`config.mk`:
```
export PLATFORM = sky130hd
export DESIGN_NAME = ppk_port_top
export DESIGN_NICKNAME = d
export VERILOG_FILES = /design/src/logic/ppk_pkg.sv /design/src/logic/ppk_drv_if.sv /design/src/logic/ppk_pin_drv.sv /design/src/logic/ppk_port_top.sv
export SDC_FILE = /design/constraint.sdc
export NUM_CORES = 1
export LEC_CHECK = 0
export ABC_CLOCK_PERIOD_IN_PS = 3100
export BUFFER_PORTS_ARGS = -buffer_cell sky130_fd_sc_hd__buf_2
export CAP_MARGIN = 30
export CORE_MARGIN = 4
export CORE_UTILIZATION = 55
export CTS_CLUSTER_SIZE = 24
export DETAILED_ROUTE_END_ITERATION = 8
export PLACE_DENSITY = 0.81
export SLEW_MARGIN = 5
export SYNTH_ARGS = -nofsm -noshare
export SYNTH_HDL_FRONTEND = slang
export SYNTH_SLANG_ARGS = --single-unit
```
`constraint.sdc`:
```
create_clock -name clock -period 3.1 [get_ports clock]
set_input_delay 0.465 -clock clock [delete_from_list [all_inputs] [get_ports clock]]
set_output_delay 0.465 -clock clock [all_outputs]
set_load 0.05 [all_outputs]
```
`src/logic/ppk_pkg.sv`:
```
// constants, register map and types of the port pin and keypad block
// assumes a 125 MHz cpu clock and an axi4-lite register master
// Function
// - configurable pins come up quasi-bidirectional
// - quasi: very weak pull-up while latch one
// - quasi: weak pull-up while latch and pin one
// - quasi: strong pull-up two clocks on rise
// - quasi: latch zero drives strong pulldown
// - open drain: no pull-ups, pulldown on zero
// - push-pull: strong pull-up on one
// - two mode bits select the pin mode
// - port1 pins 2,3 always open drain
// - port1 pin 5 input only with internal reset
// - crystal option disables port2 pins 0,1
// - strap picks latch reset level, quasi mode
// - per-port schmitt select, fixed pins always schmitt
// - clock out on port2 pin 0 with rc
// - clock out runs at cpu clock / 6
// - timer1 overflow toggles its pin
// - timer0 overflow toggles port1 pin 2
// - port2 pins 0,1 modes from two registers
// - keypad enable bit n selects port0 pin n
// - enabled port0 pin low sets keypad flag
// - only software clears the keypad flag
// - pending keypad interrupt wakes the cpu
package ppk_pkg;

  // ==========================================================
  // sizes
  localparam int NPINS = 24;
  localparam int ADDR_W = 10;
  localparam int IDX_W = 8;

  // ==========================================================
  // register indices, byte address is four times the index
  localparam logic [IDX_W-1:0] IDX_P0 = 8'h80;
  localparam logic [IDX_W-1:0] IDX_P0MA = 8'h84;
  localparam logic [IDX_W-1:0] IDX_P0MB = 8'h85;
  localparam logic [IDX_W-1:0] IDX_KPEN = 8'h86;
  localparam logic [IDX_W-1:0] IDX_P1 = 8'h90;
  localparam logic [IDX_W-1:0] IDX_P1MA = 8'h91;
  localparam logic [IDX_W-1:0] IDX_P1MB = 8'h92;
  localparam logic [IDX_W-1:0] IDX_P2 = 8'hA0;
  localparam logic [IDX_W-1:0] IDX_AUX = 8'hA2;
  localparam logic [IDX_W-1:0] IDX_P2MISC = 8'hA4;
  localparam logic [IDX_W-1:0] IDX_P2MB = 8'hA5;
  localparam logic [7:0] REG_RESET = 8'h00;

  // port2_mode_misc fields
  localparam int BIT_SCH2 = 7;
  localparam int BIT_SCH1 = 6;
  localparam int BIT_SCH0 = 5;
  localparam int BIT_CLKO = 4;
  localparam int BIT_TOG1 = 3;
  localparam int BIT_TOG0 = 2;
  // aux_control_reg fields
  localparam int AUX_KFLAG = 1;
  localparam int AUX_KBIE = 0;

  // ==========================================================
  // pin numbering: port p pin n is p*8+n
  localparam int PIN_T1_TOG = 7;
  localparam int PIN_OD_A = 10;
  localparam int PIN_OD_B = 11;
  localparam int PIN_T0_TOG = 10;
  localparam int PIN_RST = 13;
  localparam int PIN_X2 = 16;
  localparam int PIN_X1 = 17;

  // mode codes {sel_a, sel_b}
  localparam logic [1:0] MODE_QUASI = 2'h0;
  localparam logic [1:0] MODE_PUSH = 2'h1;
  localparam logic [1:0] MODE_INPUT = 2'h2;
  localparam logic [1:0] MODE_OD = 2'h3;

  // ==========================================================
  // timing
  localparam logic [1:0] STRONG_PULSE_CLKS = 2'h2;
  localparam int CLKOUT_DIV = 6;
  localparam logic [1:0] CLKOUT_HALF = 2'(CLKOUT_DIV / 2);

  // axi responses
  localparam logic [1:0] RESP_OKAY = 2'h0;
  localparam logic [1:0] RESP_SLVERR = 2'h2;

  typedef enum logic [3:0] {
    REG_NONE, REG_P0, REG_P0MA, REG_P0MB, REG_KPEN, REG_P1, REG_P1MA,
    REG_P1MB, REG_P2, REG_AUX, REG_P2MISC, REG_P2MB
  } ppk_reg_t;

endpackage

```
`src/logic/ppk_drv_if.sv`:
```
// carrier between port control and the pad driver decode
// assumes both ends run on the same cpu clock
`timescale 1ns/100ps
interface ppk_drv_if;
  import ppk_pkg::*;
  logic [NPINS-1:0] out_val;
  logic [NPINS-1:0] mode_a;
  logic [NPINS-1:0] mode_b;
  logic [NPINS-1:0] pin_lvl;
  logic [NPINS-1:0] pu_very_weak;
  logic [NPINS-1:0] pu_weak;
  logic [NPINS-1:0] pu_strong;
  logic [NPINS-1:0] pull_down;

  modport ctrl (output out_val, output mode_a, output mode_b, output pin_lvl,
    input pu_very_weak, input pu_weak, input pu_strong, input pull_down);
  modport drv (input out_val, input mode_a, input mode_b, input pin_lvl,
    output pu_very_weak, output pu_weak, output pu_strong, output pull_down);
endinterface

```
`src/logic/ppk_pin_drv.sv`:
```
// pad driver decode for all pins: pull-ups, pulldown, strong pulse
// assumes out_val and modes already carry the fixed-function overrides
`timescale 1ns/100ps
module ppk_pin_drv
  import ppk_pkg::*;
(
  input wire logic clock,
  input wire logic rst_n,
  ppk_drv_if.drv bus
);

  typedef struct packed {
    logic [NPINS-1:0] prev;
    logic [NPINS-1:0][1:0] pulse;
  } ppk_drv_st_t;

  ppk_drv_st_t st;
  ppk_drv_st_t next_st;

  // ==========================================================
  // per-pin mode decode
  always_comb begin
    logic [1:0] mode;
    mode = MODE_QUASI;
    next_st = st;
    for (int i = 0; i < NPINS; i++) begin
      mode = {bus.mode_a[i], bus.mode_b[i]};
      next_st.prev[i] = bus.out_val[i];
      bus.pu_very_weak[i] = 1'b0;
      bus.pu_weak[i] = 1'b0;
      bus.pu_strong[i] = 1'b0;
      bus.pull_down[i] = 1'b0;
      // pulse restarts on each rise, dies at once on a fall
      if (mode != MODE_QUASI || !bus.out_val[i]) begin
        next_st.pulse[i] = 2'h0;
      end else if (!st.prev[i]) begin
        next_st.pulse[i] = STRONG_PULSE_CLKS;
      end else if (st.pulse[i] != 2'h0) begin
        next_st.pulse[i] = st.pulse[i] - 2'h1;
      end
      case (mode)
        MODE_QUASI: begin
          bus.pu_very_weak[i] = bus.out_val[i];
          bus.pu_weak[i] = bus.out_val[i] & bus.pin_lvl[i];
          bus.pu_strong[i] = st.pulse[i] != 2'h0;
          bus.pull_down[i] = !bus.out_val[i];
        end
        MODE_PUSH: begin
          bus.pu_strong[i] = bus.out_val[i];
          bus.pull_down[i] = !bus.out_val[i];
        end
        MODE_OD: bus.pull_down[i] = !bus.out_val[i];
        default: ; // input only: nothing drives
      endcase
    end
  end

  always_ff @(posedge clock or negedge rst_n) begin
    if (!rst_n) begin
      st <= '0;
    end else begin
      st <= next_st;
    end
  end

endmodule

```
`src/logic/ppk_port_top.sv`:
```
// port pin configuration, fixed-function pins and keypad interrupt
// assumes axi4-lite on the cpu clock; pads resolve the pull controls
//
// Local design decision: the AXI4-Lite register port.
`timescale 1ns/100ps
module ppk_port_top
  import ppk_pkg::*;
(
  input wire logic clock,
  input wire logic rst_n,
  input wire logic [ADDR_W-1:0] s_axi_awaddr,
  input wire logic s_axi_awvalid,
  output logic s_axi_awready,
  input wire logic [31:0] s_axi_wdata,
  input wire logic [3:0] s_axi_wstrb,
  input wire logic s_axi_wvalid,
  output logic s_axi_wready,
  output logic [1:0] s_axi_bresp,
  output logic s_axi_bvalid,
  input wire logic s_axi_bready,
  input wire logic [ADDR_W-1:0] s_axi_araddr,
  input wire logic s_axi_arvalid,
  output logic s_axi_arready,
  output logic [31:0] s_axi_rdata,
  output logic [1:0] s_axi_rresp,
  output logic s_axi_rvalid,
  input wire logic s_axi_rready,
  input wire logic [NPINS-1:0] pin_in,
  output logic [NPINS-1:0] pin_out,
  output logic [NPINS-1:0] pin_oe,
  output logic [NPINS-1:0] pu_very_weak,
  output logic [NPINS-1:0] pu_weak,
  output logic [NPINS-1:0] pin_in_en,
  output logic [NPINS-1:0] pin_schmitt,
  input wire logic timer0_ovf,
  input wire logic timer1_ovf,
  input wire logic port_reset_level_sel,
  input wire logic osc_crystal_sel,
  input wire logic osc_rc_sel,
  input wire logic int_reset_sel,
  output logic keypad_irq,
  output logic keypad_wake
);

  typedef struct packed {
    logic aw_got;
    logic w_got;
    logic [ADDR_W-1:0] awaddr;
    logic [7:0] wdata;
    logic wstrb0;
    logic bvalid;
    logic [1:0] bresp;
    logic rvalid;
    logic [7:0] rdata;
    logic [1:0] rresp;
    logic [NPINS-1:0] latch;
    logic [NPINS-1:0] s1;
    logic [NPINS-1:0] s2;
    logic [NPINS-1:0] s3;
    logic [NPINS-1:0] lvl;
    logic [15:0] mode_a;
    logic [15:0] mode_b;
    logic [7:0] p2_misc;
    logic [7:0] p2_second;
    logic [7:0] kp_en;
    logic kb_flag;
    logic kb_ie;
    logic t0_tog;
    logic t1_tog;
    logic [1:0] div_cnt;
    logic clk_div;
    logic init_done;
    logic xtal;
    logic rc;
    logic int_rst;
  } ppk_top_st_t;

  ppk_top_st_t st;
  ppk_top_st_t next_st;

  ppk_drv_if drv_bus();

  // ==========================================================
  // address decode, shared by the read and write paths
  function automatic ppk_reg_t reg_sel(input logic [ADDR_W-1:0] addr);
    ppk_reg_t r;
    r = REG_NONE;
    if (addr[1:0] == 2'h0) begin
      case (addr[ADDR_W-1:2])
        IDX_P0: r = REG_P0;
        IDX_P0MA: r = REG_P0MA;
        IDX_P0MB: r = REG_P0MB;
        IDX_KPEN: r = REG_KPEN;
        IDX_P1: r = REG_P1;
        IDX_P1MA: r = REG_P1MA;
        IDX_P1MB: r = REG_P1MB;
        IDX_P2: r = REG_P2;
        IDX_AUX: r = REG_AUX;
        IDX_P2MISC: r = REG_P2MISC;
        IDX_P2MB: r = REG_P2MB;
        default: r = REG_NONE;
      endcase
    end
    return r;
  endfunction

  // ==========================================================
  // combinational decode of pin controls from registered state
  logic kb_set;
  logic clkout_on;
  logic [NPINS-1:0] eff_a;
  logic [NPINS-1:0] eff_b;
  logic [NPINS-1:0] eff_val;

  // keypad: any enabled port0 pin seen low
  assign kb_set = |(st.kp_en & ~st.lvl[7:0]);
  // clock out needs the rc oscillator, not a crystal
  assign clkout_on = st.p2_misc[BIT_CLKO] & st.rc & !st.xtal;

  // effective output values and modes after fixed-function overrides
  always_comb begin
    eff_val = st.latch;
    // port2 pins 0,1 take their modes from the two port2 registers
    eff_a = {6'h00, st.p2_misc[1:0], st.mode_a};
    eff_b = {6'h00, st.p2_second[1:0], st.mode_b};
    if (st.p2_misc[BIT_TOG1]) begin
      eff_val[PIN_T1_TOG] = st.t1_tog;
    end
    if (st.p2_misc[BIT_TOG0]) begin
      eff_val[PIN_T0_TOG] = st.t0_tog;
    end
    // these two pins are open drain whatever the mode registers say
    {eff_a[PIN_OD_A], eff_b[PIN_OD_A]} = MODE_OD;
    {eff_a[PIN_OD_B], eff_b[PIN_OD_B]} = MODE_OD;
    {eff_a[PIN_RST], eff_b[PIN_RST]} = MODE_INPUT;
    if (st.xtal) begin
      {eff_a[PIN_X2], eff_b[PIN_X2]} = MODE_INPUT;
      {eff_a[PIN_X1], eff_b[PIN_X1]} = MODE_INPUT;
    end else if (clkout_on) begin
      // push-pull so both edges of the clock are driven hard
      {eff_a[PIN_X2], eff_b[PIN_X2]} = MODE_PUSH;
      eff_val[PIN_X2] = st.clk_div;
    end
  end

  assign drv_bus.out_val = eff_val;
  assign drv_bus.mode_a = eff_a;
  assign drv_bus.mode_b = eff_b;
  assign drv_bus.pin_lvl = st.lvl;

  ppk_pin_drv u_drv (
    .clock(clock),
    .rst_n(rst_n),
    .bus(drv_bus.drv)
  );

  // ==========================================================
  // pad side outputs
  assign pin_out = drv_bus.pu_strong;
  assign pin_oe = drv_bus.pu_strong | drv_bus.pull_down;
  assign pu_very_weak = drv_bus.pu_very_weak;
  assign pu_weak = drv_bus.pu_weak;

  // input enables: crystal pins and an external-reset pin are cut off
  always_comb begin
    pin_in_en = {NPINS{1'b1}};
    pin_in_en[PIN_RST] = st.int_rst;
    if (st.xtal) begin
      pin_in_en[PIN_X2] = 1'b0;
      pin_in_en[PIN_X1] = 1'b0;
    end
    pin_schmitt = {{8{st.p2_misc[BIT_SCH2]}}, {8{st.p2_misc[BIT_SCH1]}},
      {8{st.p2_misc[BIT_SCH0]}}};
    pin_schmitt[PIN_OD_A] = 1'b1;
    pin_schmitt[PIN_OD_B] = 1'b1;
    pin_schmitt[PIN_RST] = 1'b1;
  end

  // interrupt and wake
  assign keypad_irq = st.kb_flag & st.kb_ie;
  // wake also looks at raw port0 so a stopped clock can still be left;
  // this is the only path that bypasses the synchroniser
  assign keypad_wake = st.kb_ie & (st.kb_flag | (|(st.kp_en & ~pin_in[7:0])));

  // ==========================================================
  // axi4-lite handshakes
  assign s_axi_awready = !st.aw_got & !st.bvalid;
  assign s_axi_wready = !st.w_got & !st.bvalid;
  assign s_axi_bvalid = st.bvalid;
  assign s_axi_bresp = st.bresp;
  assign s_axi_arready = !st.rvalid;
  assign s_axi_rvalid = st.rvalid;
  assign s_axi_rresp = st.rresp;
  assign s_axi_rdata = {24'h000000, st.rdata};

  // ==========================================================
  // next-state logic
  always_comb begin
    ppk_reg_t wsel;
    ppk_reg_t rsel;
    logic do_wr;
    logic aux_wr;
    wsel = reg_sel(st.awaddr);
    rsel = reg_sel(s_axi_araddr);
    do_wr = st.aw_got & st.w_got;
    aux_wr = 1'b0;
    next_st = st;

    // pin synchroniser: stage one feeds only stage two
    next_st.s1 = pin_in;
    next_st.s2 = st.s1;
    next_st.s3 = st.s2;
    // a change is taken once stages two and three agree
    next_st.lvl = (st.s2 & st.s3) | (st.lvl & (st.s2 | st.s3));

    // write address and data, accepted in either order
    if (s_axi_awvalid && s_axi_awready) begin
      next_st.aw_got = 1'b1;
      next_st.awaddr = s_axi_awaddr;
    end
    if (s_axi_wvalid && s_axi_wready) begin
      next_st.w_got = 1'b1;
      next_st.wdata = s_axi_wdata[7:0];
      next_st.wstrb0 = s_axi_wstrb[0];
    end
    if (st.bvalid && s_axi_bready) begin
      next_st.bvalid = 1'b0;
    end

    // register write once both halves are in
    if (do_wr) begin
      next_st.aw_got = 1'b0;
      next_st.w_got = 1'b0;
      next_st.bvalid = 1'b1;
      next_st.bresp = (wsel == REG_NONE) ? RESP_SLVERR : RESP_OKAY;
      // upper lanes hold nothing, so only lane zero counts
      if (st.wstrb0) begin
        case (wsel)
          REG_P0: next_st.latch[7:0] = st.wdata;
          REG_P1: next_st.latch[15:8] = st.wdata;
          REG_P2: next_st.latch[23:16] = st.wdata;
          REG_P0MA: next_st.mode_a[7:0] = st.wdata;
          REG_P0MB: next_st.mode_b[7:0] = st.wdata;
          REG_P1MA: next_st.mode_a[15:8] = st.wdata;
          REG_P1MB: next_st.mode_b[15:8] = st.wdata;
          REG_KPEN: next_st.kp_en = st.wdata;
          REG_P2MISC: next_st.p2_misc = st.wdata;
          REG_P2MB: next_st.p2_second = st.wdata;
          REG_AUX: begin
            aux_wr = 1'b1;
            next_st.kb_ie = st.wdata[AUX_KBIE];
          end
          default: ;
        endcase
      end
    end

    // keypad flag: written by software, set by hardware, set wins
    if (aux_wr) begin
      next_st.kb_flag = st.wdata[AUX_KFLAG];
    end
    if (kb_set) begin
      next_st.kb_flag = 1'b1;
    end

    // read: port offsets return the synchronised pin levels
    if (s_axi_arvalid && s_axi_arready) begin
      next_st.rvalid = 1'b1;
      next_st.rresp = RESP_OKAY;
      case (rsel)
        REG_P0: next_st.rdata = st.lvl[7:0];
        REG_P1: next_st.rdata = st.lvl[15:8];
        REG_P2: next_st.rdata = st.lvl[23:16];
        REG_P0MA: next_st.rdata = st.mode_a[7:0];
        REG_P0MB: next_st.rdata = st.mode_b[7:0];
        REG_P1MA: next_st.rdata = st.mode_a[15:8];
        REG_P1MB: next_st.rdata = st.mode_b[15:8];
        REG_KPEN: next_st.rdata = st.kp_en;
        REG_P2MISC: next_st.rdata = st.p2_misc;
        REG_P2MB: next_st.rdata = st.p2_second;
        REG_AUX: begin
          next_st.rdata = REG_RESET;
          next_st.rdata[AUX_KFLAG] = st.kb_flag;
          next_st.rdata[AUX_KBIE] = st.kb_ie;
        end
        default: begin
          next_st.rdata = REG_RESET;
          next_st.rresp = RESP_SLVERR;
        end
      endcase
    end else if (st.rvalid && s_axi_rready) begin
      next_st.rvalid = 1'b0;
    end

    // timer toggles: one flip per overflow halves the rate
    if (timer1_ovf && st.p2_misc[BIT_TOG1]) begin
      next_st.t1_tog = !st.t1_tog;
    end
    if (timer0_ovf && st.p2_misc[BIT_TOG0]) begin
      next_st.t0_tog = !st.t0_tog;
    end

    // clock out divider: half period of three clocks gives clock / 6;
    // not gated by idle, only by the enable bit, the rc strap and the crystal strap
    if (!clkout_on) begin
      next_st.div_cnt = 2'h0;
      next_st.clk_div = 1'b0;
    end else if (st.div_cnt == CLKOUT_HALF - 2'h1) begin
      next_st.div_cnt = 2'h0;
      next_st.clk_div = !st.clk_div;
    end else begin
      next_st.div_cnt = st.div_cnt + 2'h1;
    end

    // first clock after reset: capture straps, load latch level;
    // takes precedence over a bus write landing in the same cycle
    if (!st.init_done) begin
      next_st.init_done = 1'b1;
      next_st.latch = {NPINS{port_reset_level_sel}};
      next_st.xtal = osc_crystal_sel;
      next_st.rc = osc_rc_sel;
      next_st.int_rst = int_reset_sel;
    end
  end

  // ==========================================================
  // state register; modes clear to quasi so reset-high pins are weak
  always_ff @(posedge clock or negedge rst_n) begin
    if (!rst_n) begin
      st <= '0;
    end else begin
      st <= next_st;
    end
  end

endmodule

```
---- Word-level counts from Yosys, hierarchy flattened ----
Cells that the tools add are included.
word-level totals
  output and inout port bits .............. 187
  logic and storage cells ................. 521
  flip-flop bits (word level) ............. 288
  input bits .............................. 93
cells by class
  mux-type cells .......................... 162
  $add $sub $neg .......................... 22
  equality and inequality tests ........... 102
  bitwise gates (word level) .............. 38
  reduce and logical (&&, ||, !) cells .... 141
operator list
  operator                                          count
  == test 8 bit, second input constant              22
  2-to-1 mux 2 bit                                  68
  one-hot mux 4 bit (11 select lines)               2
  one-hot mux 8 bit (11 select lines)               1
  nonzero test 2 bit                                41
  2-to-1 mux 24 bit                                 3
  bitwise OR 24 bit                                 3
  2-to-1 mux 1 bit                                  66
  inequality test 3 bit, second input constant      21
  bitwise AND 24 bit                                2
  OR reduction 3 bit                                15
  subtractor 2 x 1 -> 2 bit, second input constant  21
  zero test 2 bit                                   17
  AND reduction 3 bit                               11
  == test 2 bit, second input constant              16
  == test 4 x 3 -> 1 bit, second input constant     8
  == test 4 bit, second input constant              8
  zero test 1 bit                                   31
  == test 2 x 1 -> 1 bit, second input constant     15
  one-hot mux 1 bit (2 select lines)                15
  bitwise AND 1 bit                                 28
  2-to-1 mux 8 bit                                  3
  bitwise AND 8 bit                                 2
  == test 4 x 2 -> 1 bit, second input constant     4
  12 further kinds                                  42

---- Logic depth before layout (Yosys ltp) ----
  depth in word-level cells ............... 9
  depth in mapped cells ................... 9
  mapped depth without buffers ............ 7

---- Hierarchy ----
From an unflattened synthesis, not the netlist that was laid out.
second synthesis, totals
  cell total of the unflattened synthesis .. 1233
  area, all modules ....................... 13969.6 sq um
modules (own cells, without submodules)
  module        area each (sq um)  cells an instance  times used  sequential area each (sq um)
  ppk_port_top  9811.9             802                1           5505.3
  ppk_pin_drv   4157.7             431                1           1801.7

---- Least setup slack after synthesis ----
No wires, ideal clock.
  path kind ............................... reg2out
  start point ............................. register st[2] in the netlist's numbering
  end point ............................... output port pu_weak[17]
  stages on the path, launching flop included .. 4
  path buffers ............................ 1
  required time ........................... 2635 ps
  arrival ................................. 2957 ps
  slack ................................... -322 ps
  path through ............................ dfrtp_1 > clkbuf_1 > nor4b_1 > and2_1
on the way
  word-level cells in the longest chain between the ends .. 3
  elaborated cells on any way between the ends .. 4
  classes of those cells .................. 3 x mux; 1 x reduce/logical
ends and longest elaborated chain
  element                 line                 text
  start, declared         ppk_port_top.sv:78   ppk_top_st_t st;
  start signal, assigned  ppk_port_top.sv:332  st <= next_st;
  2-to-1 mux 1 bit        ppk_port_top.sv:136  if (st.xtal) begin
  zero test 2 bit (*)     ppk_pin_drv.sv:41    case (mode)
  2-to-1 mux 1 bit (*)    ppk_pin_drv.sv:41
  end, declared           ppk_port_top.sv:32   output logic [NPINS-1:0] pu_weak,
Every way passes the cells marked *; elsewhere a longest branch is shown, timed or not.

---- Worst setup path after layout ----
  start point ............................. register st[31] in the netlist's numbering
  end point ............................... output port pin_oe[16]
on the way
  elaborated cells on any way between the ends .. 16
  classes of those cells .................. 2 x eq/ne; 8 x mux; 3 x bitwise; 3 x reduce/logical
RTL lines
  element                             line                                                     text
  bitwise AND 1 bit (*) (2 in a row)  ppk_port_top.sv:118                                      assign clkout_on = st.p2_misc[BIT_CLKO] & st.rc & !st.xtal;
  2-to-1 mux 1 bit (*)                ppk_port_top.sv:139                                      end else if (clkout_on) begin
  2-to-1 mux 1 bit (*)                ppk_port_top.sv:136
  named net drv_bus.out_val[16]       ppk_drv_if.sv:6                                          logic [NPINS-1:0] out_val;
  zero test 1 bit                     ppk_pin_drv.sv:46, ppk_pin_drv.sv:50, ppk_pin_drv.sv:52
  2-to-1 mux 1 bit                    -
  bitwise OR 24 bit (*)               ppk_port_top.sv:160                                      assign pin_oe = drv_bus.pu_strong | drv_bus.pull_down;
  end, declared                       ppk_port_top.sv:30                                       output logic [NPINS-1:0] pin_oe,
The timed path passes the listed nets; every way through them passes the cells marked *.

==> out/results.txt <==
Cell mode on critical path = a21oi_1
Ys flop type = dfrtp_1
Overflow after GRT = 0
Synthesized cell area = 0.0129 mm²
Pwr Total = 12800 µW
H-tree levels = 1
GRT Util Overall = 23.2%
First-pass GRT wire length = 48.4 mm
Startpoint Class = register
Critical path, cell by cell = nand2_1 > nor2_1 > mux2_2 > a21oi_1 > o21ai_0 > a21oi_1 > buf_2
Post-layout util = 64.6%
Cell Pwr Density = 866 mW/mm²
Pins Over Slew Limit = 0
Reg2Reg Setup Slack = 0.48 ns
CTS tree = yes
Critical Path RT = 2.63 ns
Placed Area = 0.0137 mm²
Max cap viols = 0
Core area = 0.0228 mm²
Initial core utilization = 56.3%
CP Buf/Inv Count = 1
Synth Warn # = 0
Power share of the sequential group = 38.1%
P&R area growth vs syn = 14.8%
Clock group share of total power = 28.5%
# setup viols final = 0
Clk Latency, worst-skew pair = 0.54 ns
Dpl hpwl = 22.1 mm
Crit path max-delay family = flip-flops
Seq/Total Area, Yosys = 54.9%
CTS Sinks = 282
Commonest cells after routing, fill and taps aside = dfrtp_1, buf_2, a21oi_1, mux2_2, inv_1
Commonest non-fill, non-tap cell in the layout = dfrtp_1
Largest net degree at the start of global routing = 93
Switching power = 4900 µW
Post-synthesis register bit count = 282
Worst clock skew = 0.0184 ns
Sw Share = 38.3%
Initial DRT Pass Iterations = 5
Remaining routing DRC violations = 0
Yosys cell types = 66
Cells after synthesis = 1142
Final #Nets = 1428
Die W = 161 µm
Period minus WS final = 2.90 ns
Initial antenna violation count = 0
EDFF count, synth = 0
HP Class = in2reg
# diodes = 0
Ratio of cells with drive above 1 in the final layout = 26.5%
Fin. Hold Viols = 0
Clock transition at path regs = 0.06 ns
Critical path's largest stage delay = 0.47 ns
Avg Cell Area, Syn = 11.3 µm²
Setup TNS = 0 ns
Die area = 0.0259 mm²
Vias per cell = 5.52
Die height = 161 µm
Root buf cell = clkbuf_16
CP Data Arrival Time = 2.44 ns
# IOs = 280
Num CTS Buffers = 29
Vias in the first global route = 9082
Setup crit end kind = output port
Worst-margin pin slew = 0.722 ns
Routed wire length = 30.5 mm
Slowest CP cell = dfrtp_1
Routed len/inst = 18.5 µm
FMAX = 344 MHz
Max Root-Sink Buffers = 3
Fin crit share = 93.7%
Port bufs = 192
Cell row count = 55
Status = finished clean
Worst vdd rail ir drop = 0.724 mV
CP max FO = 6
RSZ-0062 raised after global routing = false
Combinational Power Share = 33.4%
Final ANT Viol Nets = 0
Pint = 7890 µW
Via count = 9091
Filler instances = 1752
Post-synth ARST share = 100%
Leakage = 0.00709 µW
Slew Limit Headroom = 51.8%
Placer Congestion = 0.898
Setup Crit Path Kind = reg2out
DR iter-0 viols = 842
Post-route design area = 0.0148 mm²
[layout make-up]
cell class              instances  area, µm²  share of cell area, %
inverters                      81        304                   2.06
clock inverters                13        196                   1.33
flip-flops and latches        282       7060                   47.8
well taps                     313        392                   2.65
repair buffers                213       1160                   7.83
clock buffers                  38        820                   5.55
multi-input cells             707       4840                   32.8
[state kept, by name, indices dropped and copies added (netlist names)]
| signal | flops |
|---|---|
| s_axi_rdata | 8 |
| pin_in_en | 1 |
| s_axi_bresp | 1 |
| u_drv.st | 63 |
| drv_bus.mode_a | 13 |
| s_axi_bvalid | 1 |
| pin_schmitt | 3 |
| s_axi_rvalid | 1 |
| next_st | 48 |
| st | 85 |
| drv_bus.pin_lvl | 24 |
| s_axi_rresp | 1 |
| drv_bus.out_val | 20 |
| drv_bus.mode_b | 13 |
[stage by stage]
stage | hold slack [ns] | setup slack [ns] | std cells
after detailed placement | 0.335 | 0.401 | 1595
after floorplan | 0.169 | 0.205 | 1201
after global routing | 0.00546 | 0.0314 | 1647
after global placement | 0.333 | 0.423 | 1595
final | 0.0277 | 0.196 | 1647
after CTS | 0.0104 | 0.178 | 1647
[worst paths after layout]
path                              start                  to  cells past startpoint
max                              st[31]          pin_oe[16]                      7
max in group asynchronous         rst_n  drv_bus.mode_b[15]                      3
max reg2reg                     st[212]  drv_bus.out_val[5]                      7
min reg2reg                next_st[138]        next_st[114]                      0
min                          pin_in[11]        next_st[126]                      1
min in group asynchronous         rst_n        s_axi_rvalid                      2
[timing repair]
item | in CTS | in global routing
hold buffers | 1 | 0
resized for setup | 0 | 0
hold endpoints to repair | 70 | 0
buffers inserted | 0 | 0
[power by group through the flow]
| stage | logic [µW] | clock network (µW) | registers [µW] |
|---|---|---|---|
| after floorplan | 3650 | 0 | 4590 |
| after global placement | 4120 | 0 | 4890 |
| after detailed placement | 4260 | 0 | 4930 |
| after CTS | 4310 | 3720 | 4860 |
| after global routing | 4670 | 3880 | 4950 |
| final | 4280 | 3640 | 4870 |
[cells in the mapped netlist (all sizes together) (2+ instances only)]
cell | n | area share [%]
nor3 | 15 | 0.58
nor2b | 19 | 0.92
clkbuf | 22 | 0.65
inv | 81 | 2.4
nor3b | 14 | 0.82
o22ai | 5 | 0.24
maj3 | 24 | 1.9
or2 | 5 | 0.24
nand3 | 18 | 0.70
nor4b | 2 | 0.14
a222oi | 4 | 0.31
and3 | 24 | 1.2
a221o | 2 | 0.16
nand4 | 2 | 0.097
nand3b | 6 | 0.35
nor4 | 3 | 0.19
a22o | 4 | 0.27
a22oi | 10 | 0.58
a2111oi | 2 | 0.14
a21oi | 93 | 3.6
a21boi | 17 | 0.99
a31oi | 11 | 0.53
o21bai | 2 | 0.12
o211ai | 6 | 0.35
or3 | 6 | 0.33
a21o | 5 | 0.29
a211oi | 8 | 0.51
mux2 | 82 | 7.2
a221oi | 11 | 0.75
dfrtp | 282 | 55
nand2 | 37 | 1.1
conb | 2 | 0.058
nand2b | 9 | 0.44
a32oi | 3 | 0.20
xnor2 | 25 | 1.7
ha | 21 | 2.0
o21ai | 22 | 0.86
mux2i | 21 | 1.6
buf | 109 | 6.3
and2 | 28 | 1.4
nor2 | 67 | 2.1
[kinds of logic after synthesis]
family | count (synthesis) | synth area share (%)
other cells | 2 | 0.0584
simple gates | 260 | 10.9
xor+xnor | 25 | 1.70
mux | 103 | 8.81
compound gates | 213 | 10.5
buf+inv | 212 | 9.29
flops | 282 | 54.9
fa+ha+maj | 45 | 3.91
[per-layer routing]
layer  track usage [%]  part of all wire [%]
met1              31.1                    41
met2              39.4                    49
met3              4.46                   8.1
met4              5.54                   2.1
met5                 0                     0
No activity file was read; power rests on OpenSTA's default activity.
